## src/inc/opw_pkg.sv

```systemverilog
/*
 * Shared constants and types of the OLED parallel host write port.
 * Assumes a single core clock at 20 MHz and an 8080-style bus on pins
 * that are asynchronous to that clock.
 */
package opw_pkg;

    // Core clock period in nanoseconds.
    localparam int CLK_PERIOD_NS = 50;

    // Width of the parallel byte lines.
    localparam int BYTE_W = 8;

    // A queued word holds the data/command level above the byte.
    localparam int WORD_W = BYTE_W + 1;
    localparam int WORD_DC_BIT = BYTE_W;

    // Depth of the write queue.
    localparam int FIFO_DEPTH = 4;

    // Number of flip-flops in each pin synchroniser.
    localparam int SYNC_STAGES = 2;

    // Bit positions inside the synchronised pin bundle.
    localparam int SY_CS = 0;
    localparam int SY_WR = 1;
    localparam int SY_RD = 2;
    localparam int SY_DC = 3;
    localparam int SY_S1 = 4;
    localparam int SY_S2 = 5;
    localparam int SY_DATA_LSB = 6;
    localparam int SYNC_W = SY_DATA_LSB + BYTE_W;

    // Pin bundle value during reset: strobes and chip select idle high.
    localparam logic [SYNC_W-1:0] SYNC_RST = 14'h0007;

    // Reset values of the byte and word registers.
    localparam logic [BYTE_W-1:0] BYTE_RST = 8'h00;
    localparam logic [WORD_W-1:0] WORD_RST = 9'h000;

    // Cycles after reset release before the straps are taken.
    localparam logic [1:0] STRAP_SETTLE = 2'h2;

    // Transfer states of the bus port.
    typedef enum logic [1:0] {
        ST_IDLE,
        ST_WRITE,
        ST_READ
    } opw_state_t;

endpackage

```

## src/design/opw_port.sv

```systemverilog
/*
 * Device-side 8080-style parallel host port of an OLED display module.
 * Bus pins are synchronised to the core clock, write bytes are tagged
 * with the data/command level and queued, and reads return either the
 * display byte or a status byte supplied by the core.
 * Assumes the host keeps its own sequencing: straps high before reset
 * release, reset held long after power-up, and strobes slower than the
 * synchroniser delay.
 */
`timescale 1ns/100ps
`default_nettype none

module opw_port (
    // Clock and reset; reset doubles as the module initialisation pin.
    input  wire logic                       core_clk,
    input  wire logic                       arst_n,
    // Host bus control pins, all active low except data/command.
    input  wire logic                       chipSelN,
    input  wire logic                       wrStrobeN,
    input  wire logic                       rdStrobeN,
    input  wire logic                       dcSel,
    // Two-way parallel byte lines.
    input  wire logic [opw_pkg::BYTE_W-1:0] parallelByteLinesIn,
    output logic      [opw_pkg::BYTE_W-1:0] parallelByteLinesOut,
    output logic                            parallelByteLinesOe,
    // Bus-mode straps.
    input  wire logic                       busModeStrapOne,
    input  wire logic                       busModeStrapTwo,
    // Written bytes toward the display core.
    output logic                            outValid,
    input  wire logic                       outReady,
    output logic                            outIsData,
    output logic      [opw_pkg::BYTE_W-1:0] outByte,
    // Read requests toward the display core.
    output logic                            readReq,
    output logic                            readIsData,
    output logic                            readDone,
    input  wire logic [opw_pkg::BYTE_W-1:0] displayReadByte,
    input  wire logic [opw_pkg::BYTE_W-1:0] statusByte,
    // Status.
    output logic                            overrun,
    output logic                            modeSelected
);

    import opw_pkg::*;

    // Synchronised pin levels.
    logic [SYNC_W-1:0] pinSync;
    logic              csLow;
    logic              wrLow;
    logic              rdLow;
    logic              dcHigh;
    logic [BYTE_W-1:0] busByte;

    // Strap capture state.
    logic [1:0]        settle_q;
    logic [1:0]        settle_d;
    logic              strapDone_q;
    logic              strapDone_d;
    logic              modeSel_q;
    logic              modeSel_d;

    // Transfer state.
    opw_state_t        state_q;
    opw_state_t        state_d;
    logic [WORD_W-1:0] hold_q;
    logic [WORD_W-1:0] hold_d;
    logic              pendValid_q;
    logic              pendValid_d;
    logic [WORD_W-1:0] pendWord_q;
    logic [WORD_W-1:0] pendWord_d;
    logic              overrun_q;
    logic              overrun_d;
    logic [BYTE_W-1:0] drvByte_q;
    logic [BYTE_W-1:0] drvByte_d;
    logic              drvEn_q;
    logic              drvEn_d;
    logic              readReq_q;
    logic              readReq_d;
    logic              readIsData_q;
    logic              readIsData_d;
    logic              readDone_q;
    logic              readDone_d;
    logic              busEnabled;
    logic              writeEnd;

    // Queue and output stage.
    logic              fifoInReady;
    logic              fifoOutValid;
    logic              fifoOutReady;
    logic [WORD_W-1:0] fifoOutData;
    logic              outValid_q;
    logic              outValid_d;
    logic [WORD_W-1:0] outWord_q;
    logic [WORD_W-1:0] outWord_d;

    // Every pin passes two flip-flops before any logic reads it.
    opw_sync #(
        .WIDTH   (SYNC_W),
        .RST_VAL (SYNC_RST)
    ) u_sync (
        .core_clk (core_clk),
        .arst_n   (arst_n),
        .rawIn    ({parallelByteLinesIn, busModeStrapTwo, busModeStrapOne,
                    dcSel, rdStrobeN, wrStrobeN, chipSelN}),
        .syncOut  (pinSync)
    );

    // Decoded pin levels.
    always_comb begin
        csLow   = !pinSync[SY_CS];
        wrLow   = !pinSync[SY_WR];
        rdLow   = !pinSync[SY_RD];
        dcHigh  = pinSync[SY_DC];
        busByte = pinSync[SY_DATA_LSB +: BYTE_W];
    end

    // Straps are taken once the synchronisers hold post-release levels.
    always_comb begin
        settle_d    = settle_q;
        strapDone_d = strapDone_q;
        modeSel_d   = modeSel_q;
        if (!strapDone_q) begin
            if (settle_q == STRAP_SETTLE) begin
                strapDone_d = 1'b1;
                modeSel_d   = pinSync[SY_S1] && pinSync[SY_S2];
            end else begin
                settle_d = settle_q + 2'h1;
            end
        end
    end

    // Strap registers; a new reset takes the straps again.
    always_ff @(posedge core_clk or negedge arst_n) begin
        if (!arst_n) begin
            settle_q    <= 2'h0;
            strapDone_q <= 1'b0;
            modeSel_q   <= 1'b0;
        end else begin
            settle_q    <= settle_d;
            strapDone_q <= strapDone_d;
            modeSel_q   <= modeSel_d;
        end
    end

    // The bus is heard only in 8080 mode with the straps settled.
    assign busEnabled = strapDone_q && modeSel_q;

    // A write ends when its strobe rises or the chip is deselected.
    assign writeEnd = (state_q == ST_WRITE) && (!wrLow || !csLow);

    // Transfer sequencing, write capture and read drive.
    always_comb begin
        state_d      = state_q;
        hold_d       = hold_q;
        pendValid_d  = pendValid_q && !fifoInReady;
        pendWord_d   = pendWord_q;
        overrun_d    = 1'b0;
        drvByte_d    = drvByte_q;
        drvEn_d      = 1'b0;
        readReq_d    = 1'b0;
        readIsData_d = readIsData_q;
        readDone_d   = 1'b0;
        unique case (state_q)
            ST_IDLE: begin
                // Nothing starts while deselected.
                if (busEnabled && csLow) begin
                    if (wrLow) begin
                        state_d = ST_WRITE;
                        hold_d  = {dcHigh, busByte};
                    end else if (rdLow) begin
                        state_d      = ST_READ;
                        readReq_d    = 1'b1;
                        readIsData_d = dcHigh;
                    end
                end
            end
            ST_WRITE: begin
                if (writeEnd) begin
                    // The last sample taken while the strobe was low is kept.
                    state_d = ST_IDLE;
                    if (pendValid_q && !fifoInReady) begin
                        overrun_d = 1'b1;
                    end else begin
                        pendValid_d = 1'b1;
                        pendWord_d  = hold_q;
                    end
                end else begin
                    hold_d = {dcHigh, busByte};
                end
            end
            ST_READ: begin
                if (!rdLow || !csLow) begin
                    state_d    = ST_IDLE;
                    readDone_d = 1'b1;
                end else begin
                    // Display byte when data is selected, else status.
                    drvEn_d   = 1'b1;
                    drvByte_d = readIsData_q ? displayReadByte : statusByte;
                end
            end
            default: begin
                state_d = ST_IDLE;
            end
        endcase
    end

    // Transfer registers.
    always_ff @(posedge core_clk or negedge arst_n) begin
        if (!arst_n) begin
            state_q      <= ST_IDLE;
            hold_q       <= WORD_RST;
            pendValid_q  <= 1'b0;
            pendWord_q   <= WORD_RST;
            overrun_q    <= 1'b0;
            drvByte_q    <= BYTE_RST;
            drvEn_q      <= 1'b0;
            readReq_q    <= 1'b0;
            readIsData_q <= 1'b0;
            readDone_q   <= 1'b0;
        end else begin
            state_q      <= state_d;
            hold_q       <= hold_d;
            pendValid_q  <= pendValid_d;
            pendWord_q   <= pendWord_d;
            overrun_q    <= overrun_d;
            drvByte_q    <= drvByte_d;
            drvEn_q      <= drvEn_d;
            readReq_q    <= readReq_d;
            readIsData_q <= readIsData_d;
            readDone_q   <= readDone_d;
        end
    end

    // Queue between bus capture and the display core.
    opw_fifo #(
        .WIDTH (WORD_W),
        .DEPTH (FIFO_DEPTH)
    ) u_fifo (
        .core_clk (core_clk),
        .arst_n   (arst_n),
        .inValid  (pendValid_q),
        .inReady  (fifoInReady),
        .inData   (pendWord_q),
        .outValid (fifoOutValid),
        .outReady (fifoOutReady),
        .outData  (fifoOutData)
    );

    // Registered output stage keeps the core side straight from flops.
    assign fifoOutReady = !outValid_q || outReady;

    always_comb begin
        outValid_d = outValid_q && !outReady;
        outWord_d  = outWord_q;
        if (fifoOutValid && fifoOutReady) begin
            outValid_d = 1'b1;
            outWord_d  = fifoOutData;
        end
    end

    // Output stage registers.
    always_ff @(posedge core_clk or negedge arst_n) begin
        if (!arst_n) begin
            outValid_q <= 1'b0;
            outWord_q  <= WORD_RST;
        end else begin
            outValid_q <= outValid_d;
            outWord_q  <= outWord_d;
        end
    end

    // Port outputs.
    assign parallelByteLinesOut = drvByte_q;
    assign parallelByteLinesOe  = drvEn_q;
    assign outValid             = outValid_q;
    assign outIsData            = outWord_q[WORD_DC_BIT];
    assign outByte              = outWord_q[BYTE_W-1:0];
    assign readReq              = readReq_q;
    assign readIsData           = readIsData_q;
    assign readDone             = readDone_q;
    assign overrun              = overrun_q;
    assign modeSelected         = modeSel_q;

endmodule

`default_nettype wire

```

## src/design/opw_sync.sv

```systemverilog
/*
 * Multi-bit two-stage pin synchroniser, one chain per bit.
 * Assumes every bit is an independent level from outside the core clock;
 * the reset value of each chain is a constant parameter.
 */
`timescale 1ns/100ps
`default_nettype none

module opw_sync #(
    parameter int                WIDTH   = 1,
    parameter logic [WIDTH-1:0]  RST_VAL = '0
) (
    // Clock and reset.
    input  wire logic              core_clk,
    input  wire logic              arst_n,
    // Raw and synchronised levels.
    input  wire logic [WIDTH-1:0]  rawIn,
    output logic      [WIDTH-1:0]  syncOut
);

    // One chain per bit; the first stage feeds only the second stage.
    genvar gi;
    generate
        for (gi = 0; gi < WIDTH; gi++) begin : g_bit
            logic metaQ;
            logic stableQ;
            always_ff @(posedge core_clk or negedge arst_n) begin
                if (!arst_n) begin
                    metaQ   <= RST_VAL[gi];
                    stableQ <= RST_VAL[gi];
                end else begin
                    metaQ   <= rawIn[gi];
                    stableQ <= metaQ;
                end
            end
            assign syncOut[gi] = stableQ;
        end
    endgenerate

endmodule

`default_nettype wire

```

## src/design/opw_fifo.sv

```systemverilog
/*
 * Small synchronous FIFO with valid and ready on both sides.
 * Assumes DEPTH is a power of two; push and pop may occur in one cycle.
 */
`timescale 1ns/100ps
`default_nettype none

module opw_fifo #(
    parameter int WIDTH = 9,
    parameter int DEPTH = 4
) (
    // Clock and reset.
    input  wire logic              core_clk,
    input  wire logic              arst_n,
    // Filling side.
    input  wire logic              inValid,
    output logic                   inReady,
    input  wire logic [WIDTH-1:0]  inData,
    // Draining side.
    output logic                   outValid,
    input  wire logic              outReady,
    output logic      [WIDTH-1:0]  outData
);

    localparam int AW = $clog2(DEPTH);

    logic [WIDTH-1:0] mem [DEPTH];
    logic [AW:0]      wrPtr_q;
    logic [AW:0]      wrPtr_d;
    logic [AW:0]      rdPtr_q;
    logic [AW:0]      rdPtr_d;
    logic             push;
    logic             pop;
    logic             full;
    logic             empty;

    // Full when the pointers differ only in the wrap bit, empty when they are equal.
    always_comb begin
        full     = (wrPtr_q[AW] != rdPtr_q[AW]) && (wrPtr_q[AW-1:0] == rdPtr_q[AW-1:0]);
        empty    = (wrPtr_q == rdPtr_q);
        inReady  = !full;
        outValid = !empty;
        outData  = mem[rdPtr_q[AW-1:0]];
        push     = inValid && !full;
        pop      = outReady && !empty;
        wrPtr_d  = push ? wrPtr_q + 1'b1 : wrPtr_q;
        rdPtr_d  = pop ? rdPtr_q + 1'b1 : rdPtr_q;
    end

    // Pointer registers.
    always_ff @(posedge core_clk or negedge arst_n) begin
        if (!arst_n) begin
            wrPtr_q <= '0;
            rdPtr_q <= '0;
        end else begin
            wrPtr_q <= wrPtr_d;
            rdPtr_q <= rdPtr_d;
        end
    end

    // Storage needs no reset; empty guards every read.
    always_ff @(posedge core_clk) begin
        if (push) begin
            mem[wrPtr_q[AW-1:0]] <= inData;
        end
    end

endmodule

`default_nettype wire

```

## config.mk

```make
export PLATFORM = sky130hd
export DESIGN_NAME = opw_port
export DESIGN_NICKNAME = d
export VERILOG_FILES = /design/src/inc/opw_pkg.sv /design/src/design/opw_port.sv /design/src/design/opw_sync.sv /design/src/design/opw_fifo.sv
export SDC_FILE = /design/constraint.sdc
export NUM_CORES = 1
export LEC_CHECK = 0
export BUFFER_PORTS_ARGS = -buffer_cell sky130_fd_sc_hd__buf_2
export CAP_MARGIN = 10
export CORE_MARGIN = 5
export CORE_UTILIZATION = 54
export CTS_BUF_LIST = sky130_fd_sc_hd__clkbuf_8 sky130_fd_sc_hd__clkbuf_16
export DETAILED_ROUTE_END_ITERATION = 10
export PLACE_DENSITY_LB_ADDON = 0.1
export SLEW_MARGIN = 20
export SYNTH_ARGS = -nofsm -noshare
export SYNTH_HDL_FRONTEND = slang
export SYNTH_SLANG_ARGS = --single-unit
```

## constraint.sdc

```tcl
create_clock -name core_clk -period 2 [get_ports core_clk]
set_input_delay 0.4 -clock core_clk [delete_from_list [all_inputs] [get_ports core_clk]]
set_output_delay 0.4 -clock core_clk [all_outputs]
set_load 0.005 [all_outputs]
```

* Yosys cells after proc, flatten, opt, wreduce, memory -nomap -nowiden
Memories as Yosys holds them, arrays and structs flattened. A register that Yosys moved wholly into a read port is not among the register bits. Index checks and enable logic that the tools add are counted.
Cells by class: div/mod/pow operators 0, $lt $le $gt $ge 0, bitwise gates (word level) 5, $add $sub $neg 3, shift operators 0, reductions and logical operators 27, $mul 0, multiplexer cells 29, equal/unequal tests 12
Operators by type and width (number):
- 9-bit 2-to-1 mux | 3
- 1-bit 2-to-1 mux | 18
- 9-bit case mux with 2 select lines | 1
- 4-bit AND reduction | 3
- 2-bit 2-to-1 mux | 5
- 2-bit != test (second input constant) | 5
- 1-bit logical AND | 9
- 8-bit 2-to-1 mux | 1
- 3-bit by 1-bit adder with 3-bit output (second input constant) | 2
- 1-bit zero test | 6
- 2-bit case mux with 3 select lines | 1
- 2-bit AND reduction | 3
- 1-bit inverter | 5
- 2-bit equality test (second input constant) | 2
- 3-bit equality test | 1
- 1-bit logical OR | 3
- 3-bit != test (second input constant) | 1
- 3-bit AND reduction | 1
- 2-bit by 1-bit adder with 2-bit output (second input constant) | 1
- 2-bit by 1-bit equality test with 1-bit output (second input constant) | 1
- 2-bit equality test | 1
- 2-bit zero test | 1
- 2-bit nonzero test | 1
- 1-bit != test | 1
Storage, ports and cells: output and inout port bits 24, memories kept 1, flip-flop bits (word level) 73, latch bits 0, input bits 33, RAM bits 36, memory bits (read-only) 0
Memory list:
- u_fifo.mem | depth 4, bits a word 9, rd ports 1, clocked after Yosys merged registers in 1, wr ports 1, line opw_fifo.sv:27 | logic [WIDTH-1:0] mem [DEPTH];

* Longest topological paths before layout
Gate-level depths: netlist of the first run.
depth after elaboration 6, gate-level depth with buffers 6, mapped depth without buffers 5

* Cells and area by module
Synthesis of the first run repeated with hierarchy kept, for this count alone.
Second synthesis, totals: cell total of the unflattened synthesis 267, area, all modules 4454.3 sq um
By module, submodules not included:
- opw_port | cells each 133, instances 1, area an instance 1885.6 sq um, seq. area each 1201.2 sq um
- opw_fifo | cells each 92, instances 1, area an instance 1755.4 sq um, seq. area each 1231.2 sq um
- opw_sync | cells each 42, instances 1, area an instance 813.3 sq um, seq. area each 708.2 sq um

* Least setup slack after synthesis of the first run
No wires, ideal clock.
path kind flip-flop to flip-flop, start point reg u_fifo.wrPtr_q[0], end point reg pendWord_q[0], cell stages (with the launch flop) 6, required time 1.875 ns, arrival 1.443 ns, setup slack 0.432 ns, cell sequence dfrtp_1 xnor2_1 nand4_1 nand2b_1 buf_4 mux2_2
On the way: longest elaborated chain between the ends 5
Ends and longest elaborated chain:
- start, declared | line opw_fifo.sv:28 | logic [AW:0] wrPtr_q;
- start signal, assigned | line opw_fifo.sv:56 | wrPtr_q <= wrPtr_d;
- 2-bit equality test | line opw_fifo.sv:39 | full = (wrPtr_q[AW] != rdPtr_q[AW]) && (wrPtr_q[AW-1:0] == rdPtr_q[AW-1:0]);
- 1-bit logical AND | line opw_fifo.sv:39
- 1-bit logical AND | line opw_port.sv:182 | if (pendValid_q && !fifoInReady) begin
- 1-bit inverter (no source line)
- 3-bit AND reduction (no source line)
- end signal, assigned | line opw_port.sv:225 | pendWord_q <= pendWord_d;
- end, declared | line opw_port.sv:70 | logic [WORD_W-1:0] pendWord_q;
No other way between the ends. A chain may end at the register's enable or synchronous reset.

* Final worst setup path of the first run
start point reg u_fifo.wrPtr_q[0], end point reg u_fifo.wrPtr_q[2]
On the way: longest elaborated chain between the ends 4, elaborated cells between the ends (all ways) 5, those cells by class add/sub: 1; eq/ne: 1; reduce/logical: 3
Ends and longest elaborated chain:
- parallel branches: the longest is 4 deep, another holds 3-bit by 1-bit adder with 3-bit output
Parallel ways; which one is timed is not known.

==> results.yml, run 1 <==
global_route:
  track_usage: 0.159
  grt_max_degree: 42
  grt_pass1_vias: 2467
  antenna_found_initial: 0
  grt-ovfl-total: 0
  grt_pass1_wl_um: 11900
floorplanning:
  die_area_um2: 9750
  die_height_um: 98.7
  num_rows: 32
  coreArea_um2: 7690
  start_util: 0.553
  fp.dieW_um: 98.7
  ios: 57
synth:
  synth_edf_count: 36
  syn_avg_cell_area_um2: 17.7
  synth_nets: 279
  synthArstFlopShare: 0.695
  ys_types: 32
  synth-seq-cells: 118
  netlist_area_um2: 4250
  synth_warnings: 0
  yosys_most_used_dff: "dfrtp_1"
  synth_cells: 240
  ys_seq_area_frac: 0.739
final_layout:
  syn_to_final_growth_pct: 28.0
  final_cell_mix: "76 x dfrtp_1, 55 x buf_2, 36 x edfxtp_1"
  final_common_cell: "dfrtp_1"
  nFillCells: 535
  design_area_um2: 5440
  final_nets: 369
  antenna_cells: 0
  finalCoreUtilization: 0.708
  drive_gt1_frac: 0.423
setup_path:
  crit_family: "simple AND/OR/NAND/NOR gates"
  cp-end-kind: "flop"
  slowest_stage: "dfrtp_1"
  crit_path_cell_trace: "xnor2_1, nand3_1, and3_1, xor2_1"
  crit_required_ns: 2.35
  crit_arrival_ns: 2.12
  critPathMaxFanout: 10
  worstSetupPathType: "reg -> reg"
  slowest_delay_ns: 0.45
  worst-path-buf-inv: 0
  start_kind: "flop"
power_and_ir_drop:
  p_leak_uw: 0.00232
  vdd_drop_max_v: 0.000873
  powerDensity_nw_per_um2: 1410
status:
  status: "finished clean"
clock_tree:
  clk_latency_ns: 0.51
  root_buffer: "clkbuf_8"
  numCtsBuffers: 17
  cts_max_path_buffers: 2
  clk_pin_slew_ns: 0.06
  cts.sinks: 118
  htreeDepth: 4
  cts_tree: "done"
sta:
  skew_ns: 0.0131
  finalSetupViolCount: 0
  fin_tns_setup_ns: 0
  worst_pin_slew_ns: 0.507
  relSlewSlack: 0.662
  max_freq_ghz: 0.567
  slew_violations: 0
  hold_viol_final: 0
  fin_crit_ns: 1.76
  rsz0062_at_grt: "false"
  period_share: 0.881
detailed_routing:
  met3_length_um: 261
  top_layer: "met4"
  drc: 0
  drtIter0Drc: 80
  vias: 2186
  antenna_left: 0
  drtPass1Iterations: 3
  post_drt_wl_per_cell_um: 15.3
  dr_wl_met2_um: 3550
  wl_met1_um: 2950
  drt_wl_total_um: 6800
  viasPerCell: 4.91
placement:
  gp_congestion: 0.765
  dpl.hpwl_um: 4510
  io_buffers: 56
  placed_area_um2: 4680
flow_run:
  drv_cap: 0
min_path:
  hp-class: "in -> reg"
==> Yosys cell counts, drive strengths merged (4+ instances only) <==
master	number	area (um2)
nand2	5	18.8
dfrtp	76	1900
and3	4	25.0
inv	7	26.3
mux2i	8	80.1
dfstp	6	158
buf	4	31.3
xnor2	6	52.6
edfxtp	36	1080
nor2	11	41.3
mux2	30	338
mux4	9	203
ha	6	75.1
a21oi	9	45.0
==> metrics by stage <==
step,setup slack [ns],power (uW),std cells,hold slack (ns)
3_5_place_dp,0.110,4720,398,0.336
6_report,0.238,7670,445,0.174
5_1_grt,0.0702,8080,445,0.152
3_3_place_gp,0.195,4650,398,0.332
2_1_floorplan,0.432,4230,240,0.104
4_1_cts,0.101,7760,445,0.146
==> power by group <==
part | switching [uW] | total [uW] | internal, uW
clock network | 1070 | 3000 | 1930
logic | 589 | 1360 | 771
registers | 313 | 3310 | 2990
total | 1980 | 7670 | 5690
==> final timing paths <==
kind	start	cells past startpoint	slack, ns	endpoint
max in group asynchronous	arst_n	3	1.03	u_sync.g_bit[0].metaQ
worst min register to register	u_sync.g_bit[4].metaQ	0	0.35	u_sync.g_bit[4].stableQ
min in group asynchronous	arst_n	2	0.36	hold_q[7]
worst max-delay path	u_fifo.wrPtr_q[0]	4	0.24	u_fifo.wrPtr_q[2]
worst max register to register	u_fifo.wrPtr_q[0]	4	0.24	u_fifo.wrPtr_q[2]
worst min-delay path	outReady	2	0.17	outValid
==> flip-flops by register name, indices dropped and copies added (netlist names), 8 cells and up <==
name	count
pendWord_q	9
parallelByteLinesOut	8
u_fifo.mem	36
hold_q	9
outWord_q	9
u_sync.g_bit.metaQ	14
u_sync.g_bit.stableQ	14
==> final cells by class <==
class | count | area [um2] | share of cell area
sequential | 118 | 3140 | 0.577
tap | 102 | 128 | 0.0235
inverter | 7 | 26.3 | 0.00483
timing repair buffer | 78 | 498 | 0.0915
clock inverter | 12 | 139 | 0.0255
clock buffer | 20 | 467 | 0.0858
multi-input combinational | 108 | 1040 | 0.192
==> logic make-up (layout without fill, tap and decap cells) <==
kind of cell	after synthesis	after routing	synth area share
XOR/XNOR	9	9	0.0185
AND/OR/NAND/NOR	30	30	0.0386
multiplexers	47	47	0.146
AO/OA/AOI/OAI	16	16	0.0241
adder cells (fa/ha/maj)	6	6	0.0177
flip-flops	118	118	0.739
buffers and inverters	14	117	0.0162
==> what timing repair did <==
action	4_1_cts	5_1_grt
endpoints found under the hold margin	41	0
setup buffers	0	0
hold buffers	15	0
gates resized for setup	0	1
endpoints found under the setup margin	0	9
==> layer usage <==
metal | track usage | up-vias
li1 | - | 1053
met1 | 0.198 | 1090
met2 | 0.259 | 39
met3 | 0.0630 | 4
met4 | 0.0483 | 0
met5 | 0 | -
(Power assumes the default switching activity.)
==> inputs of run 2 (changes only) <==
CORE_UTILIZATION = 51   (was 54)
clock period = 1.55 ns   (was 2 ns; I/O delays follow)
==> results.yml, run 2 (same netlist as run 1, synthesis figures left out) <==
status:
  status: "finished with violations"
  failed_checks: "setup timing"
global_route:
  grt_pass1_vias: 2361
  track_usage: 0.146
  grt_pass1_wl_um: 11300
  grt-ovfl-total: 0
  antenna_found_initial: 0
  grt_max_degree: 33
detailed_routing:
  antenna_left: 0
  drtIter0Drc: 92
  post_drt_wl_per_cell_um: 14.8
  viasPerCell: 4.97
  drtPass1Iterations: 5
  vias: 2299
  drc: 0
  drt_wl_total_um: 6830
power_and_ir_drop:
  powerDensity_nw_per_um2: 1830
  vdd_drop_max_v: 0.000997
  finalPower_uw: 10400
  clkPwrFrac: 0.360
  switching_share: 0.259
  power_frac_comb: 0.230
  p_int_uw: 7690
  seqPwrFrac: 0.410
  p_leak_uw: 0.00247
  switching_power_uw: 2690
final_layout:
  nFillCells: 560
  drive_gt1_frac: 0.469
  final_nets: 384
  final_common_cell: "dfrtp_1"
  largest_reg_flops: 36
  layout.area.seq_um2: 3140
  antenna_cells: 0
  final_cell_mix: "75 x dfrtp_1, 55 x buf_2, 36 x edfxtp_1"
  design_area_um2: 5670
  syn_to_final_growth_pct: 33.4
  multi_input_area_um2: 1140
floorplanning:
  start_util: 0.520
  fp.dieW_um: 101
  ios: 57
  die_height_um: 101
  coreArea_um2: 8180
  die_area_um2: 10300
  num_rows: 33
sta:
  setup_ws_ns: -0.0485
  period_share: 1.03
  finalSetupViolCount: 16
  fin_crit_ns: 1.60
  worst_pin_slew_ns: 0.302
  slew_violations: 0
  max_freq_ghz: 0.626
  hold_viol_final: 0
  relSlewSlack: 0.798
  skew_ns: 0.00903
  rsz0062_at_grt: "true"
clock_tree:
  htreeDepth: 4
  numCtsBuffers: 17
  cts.sinks: 118
  root_buffer: "clkbuf_8"
  clk_latency_ns: 0.50
  clk_pin_slew_ns: 0.06
  cts_tree: "done"
  cts_max_path_buffers: 2
setup_path:
  crit_required_ns: 1.93
  critPathMaxFanout: 12
  worstSetupPathType: "reg -> reg"
  crit_arrival_ns: 1.98
  start_kind: "flop"
  cp-end-kind: "flop"
min_path:
  hp-class: "in -> reg"
placement:
  dpl.hpwl_um: 4420
  gp_congestion: 0.768
  placed_area_um2: 4790
  io_buffers: 56
flow_run:
  drv_cap: 0
[run 2: cell type report]
| cell class | count | area share |
|---|---|---|
| Sequential cell | 118 | 0.554 |
| Multi-Input combinational cell | 108 | 0.201 |
| Timing Repair Buffer | 93 | 0.113 |
| Clock buffer | 20 | 0.0843 |
| Tap cell | 105 | 0.0232 |
| Clock inverter | 12 | 0.0201 |
| Inverter | 7 | 0.00463 |
[run 2: layer usage]
| metal | share of wire | GRT usage | vias to the layer above |
|---|---|---|---|
| li1 | - | - | 1091 |
| met5 | 0 | 0 | - |
| met4 | 0.011 | 0.0675 | 0 |
| met1 | 0.45 | 0.198 | 1150 |
| met2 | 0.49 | 0.215 | 50 |
| met3 | 0.045 | 0.0496 | 8 |
[run 2: repair_timing]
| item | CTS | global route |
|---|---|---|
| hold endpoints to repair | 64 | 0 |
| hold buffers | 15 | 0 |
| endpoints found under the setup margin | 57 | 21 |
| gates resized for setup | 10 | 17 |
| pin swaps | 1 | 2 |
| setup buffers | 0 | 5 |
[run 2: per-stage QoR]
step	util	setup slack (ns)	hold WS (ns)	cells	TNS [ns]
finish	0.694	-0.0485	0.0564	463	-0.510
CTS	0.680	-0.0569	0.0444	458	-0.468
global route	0.694	-0.131	0.0503	463	-2.34
global placement	0.586	-0.0440	0.216	411	-0.585
floorplan	-	-0.0176	0.0144	240	-0.158
detailed placement	0.586	-0.0860	0.216	411	-2.21
[run 2: path summary, 6_finish.rpt]
path,from,endpoint,slack [ns],depth (start not counted)
max in group asynchronous,arst_n,u_sync.g_bit[2].stableQ,0.78,3
min in group asynchronous,arst_n,outWord_q[0],0.24,2
hold reg to reg,u_sync.g_bit[8].metaQ,u_sync.g_bit[8].stableQ,0.34,0
setup / recovery,u_fifo.wrPtr_q[0],outWord_q[7],-0.05,5
hold / removal,outReady,outValid,0.06,2
setup reg to reg,u_fifo.wrPtr_q[0],outWord_q[7],-0.05,5
[run 2: power groups by stage]
stage,Clock [uW],Combinational [uW],Sequential [uW]
after global routing,3970,2620,4330
final,3740,2380,4260
after detailed placement,0,2010,4290
after CTS,3810,2110,4260
after global placement,0,1970,4260
after floorplan,0,1240,4220
[run 2: critical path: stages (launching register included)]
cell	delay [ns]
dfrtp_1	0.42
xnor2_2	0.17
buf_4	0.15
a32oi_2	0.24
buf_12	0.20
mux2_4	0.31
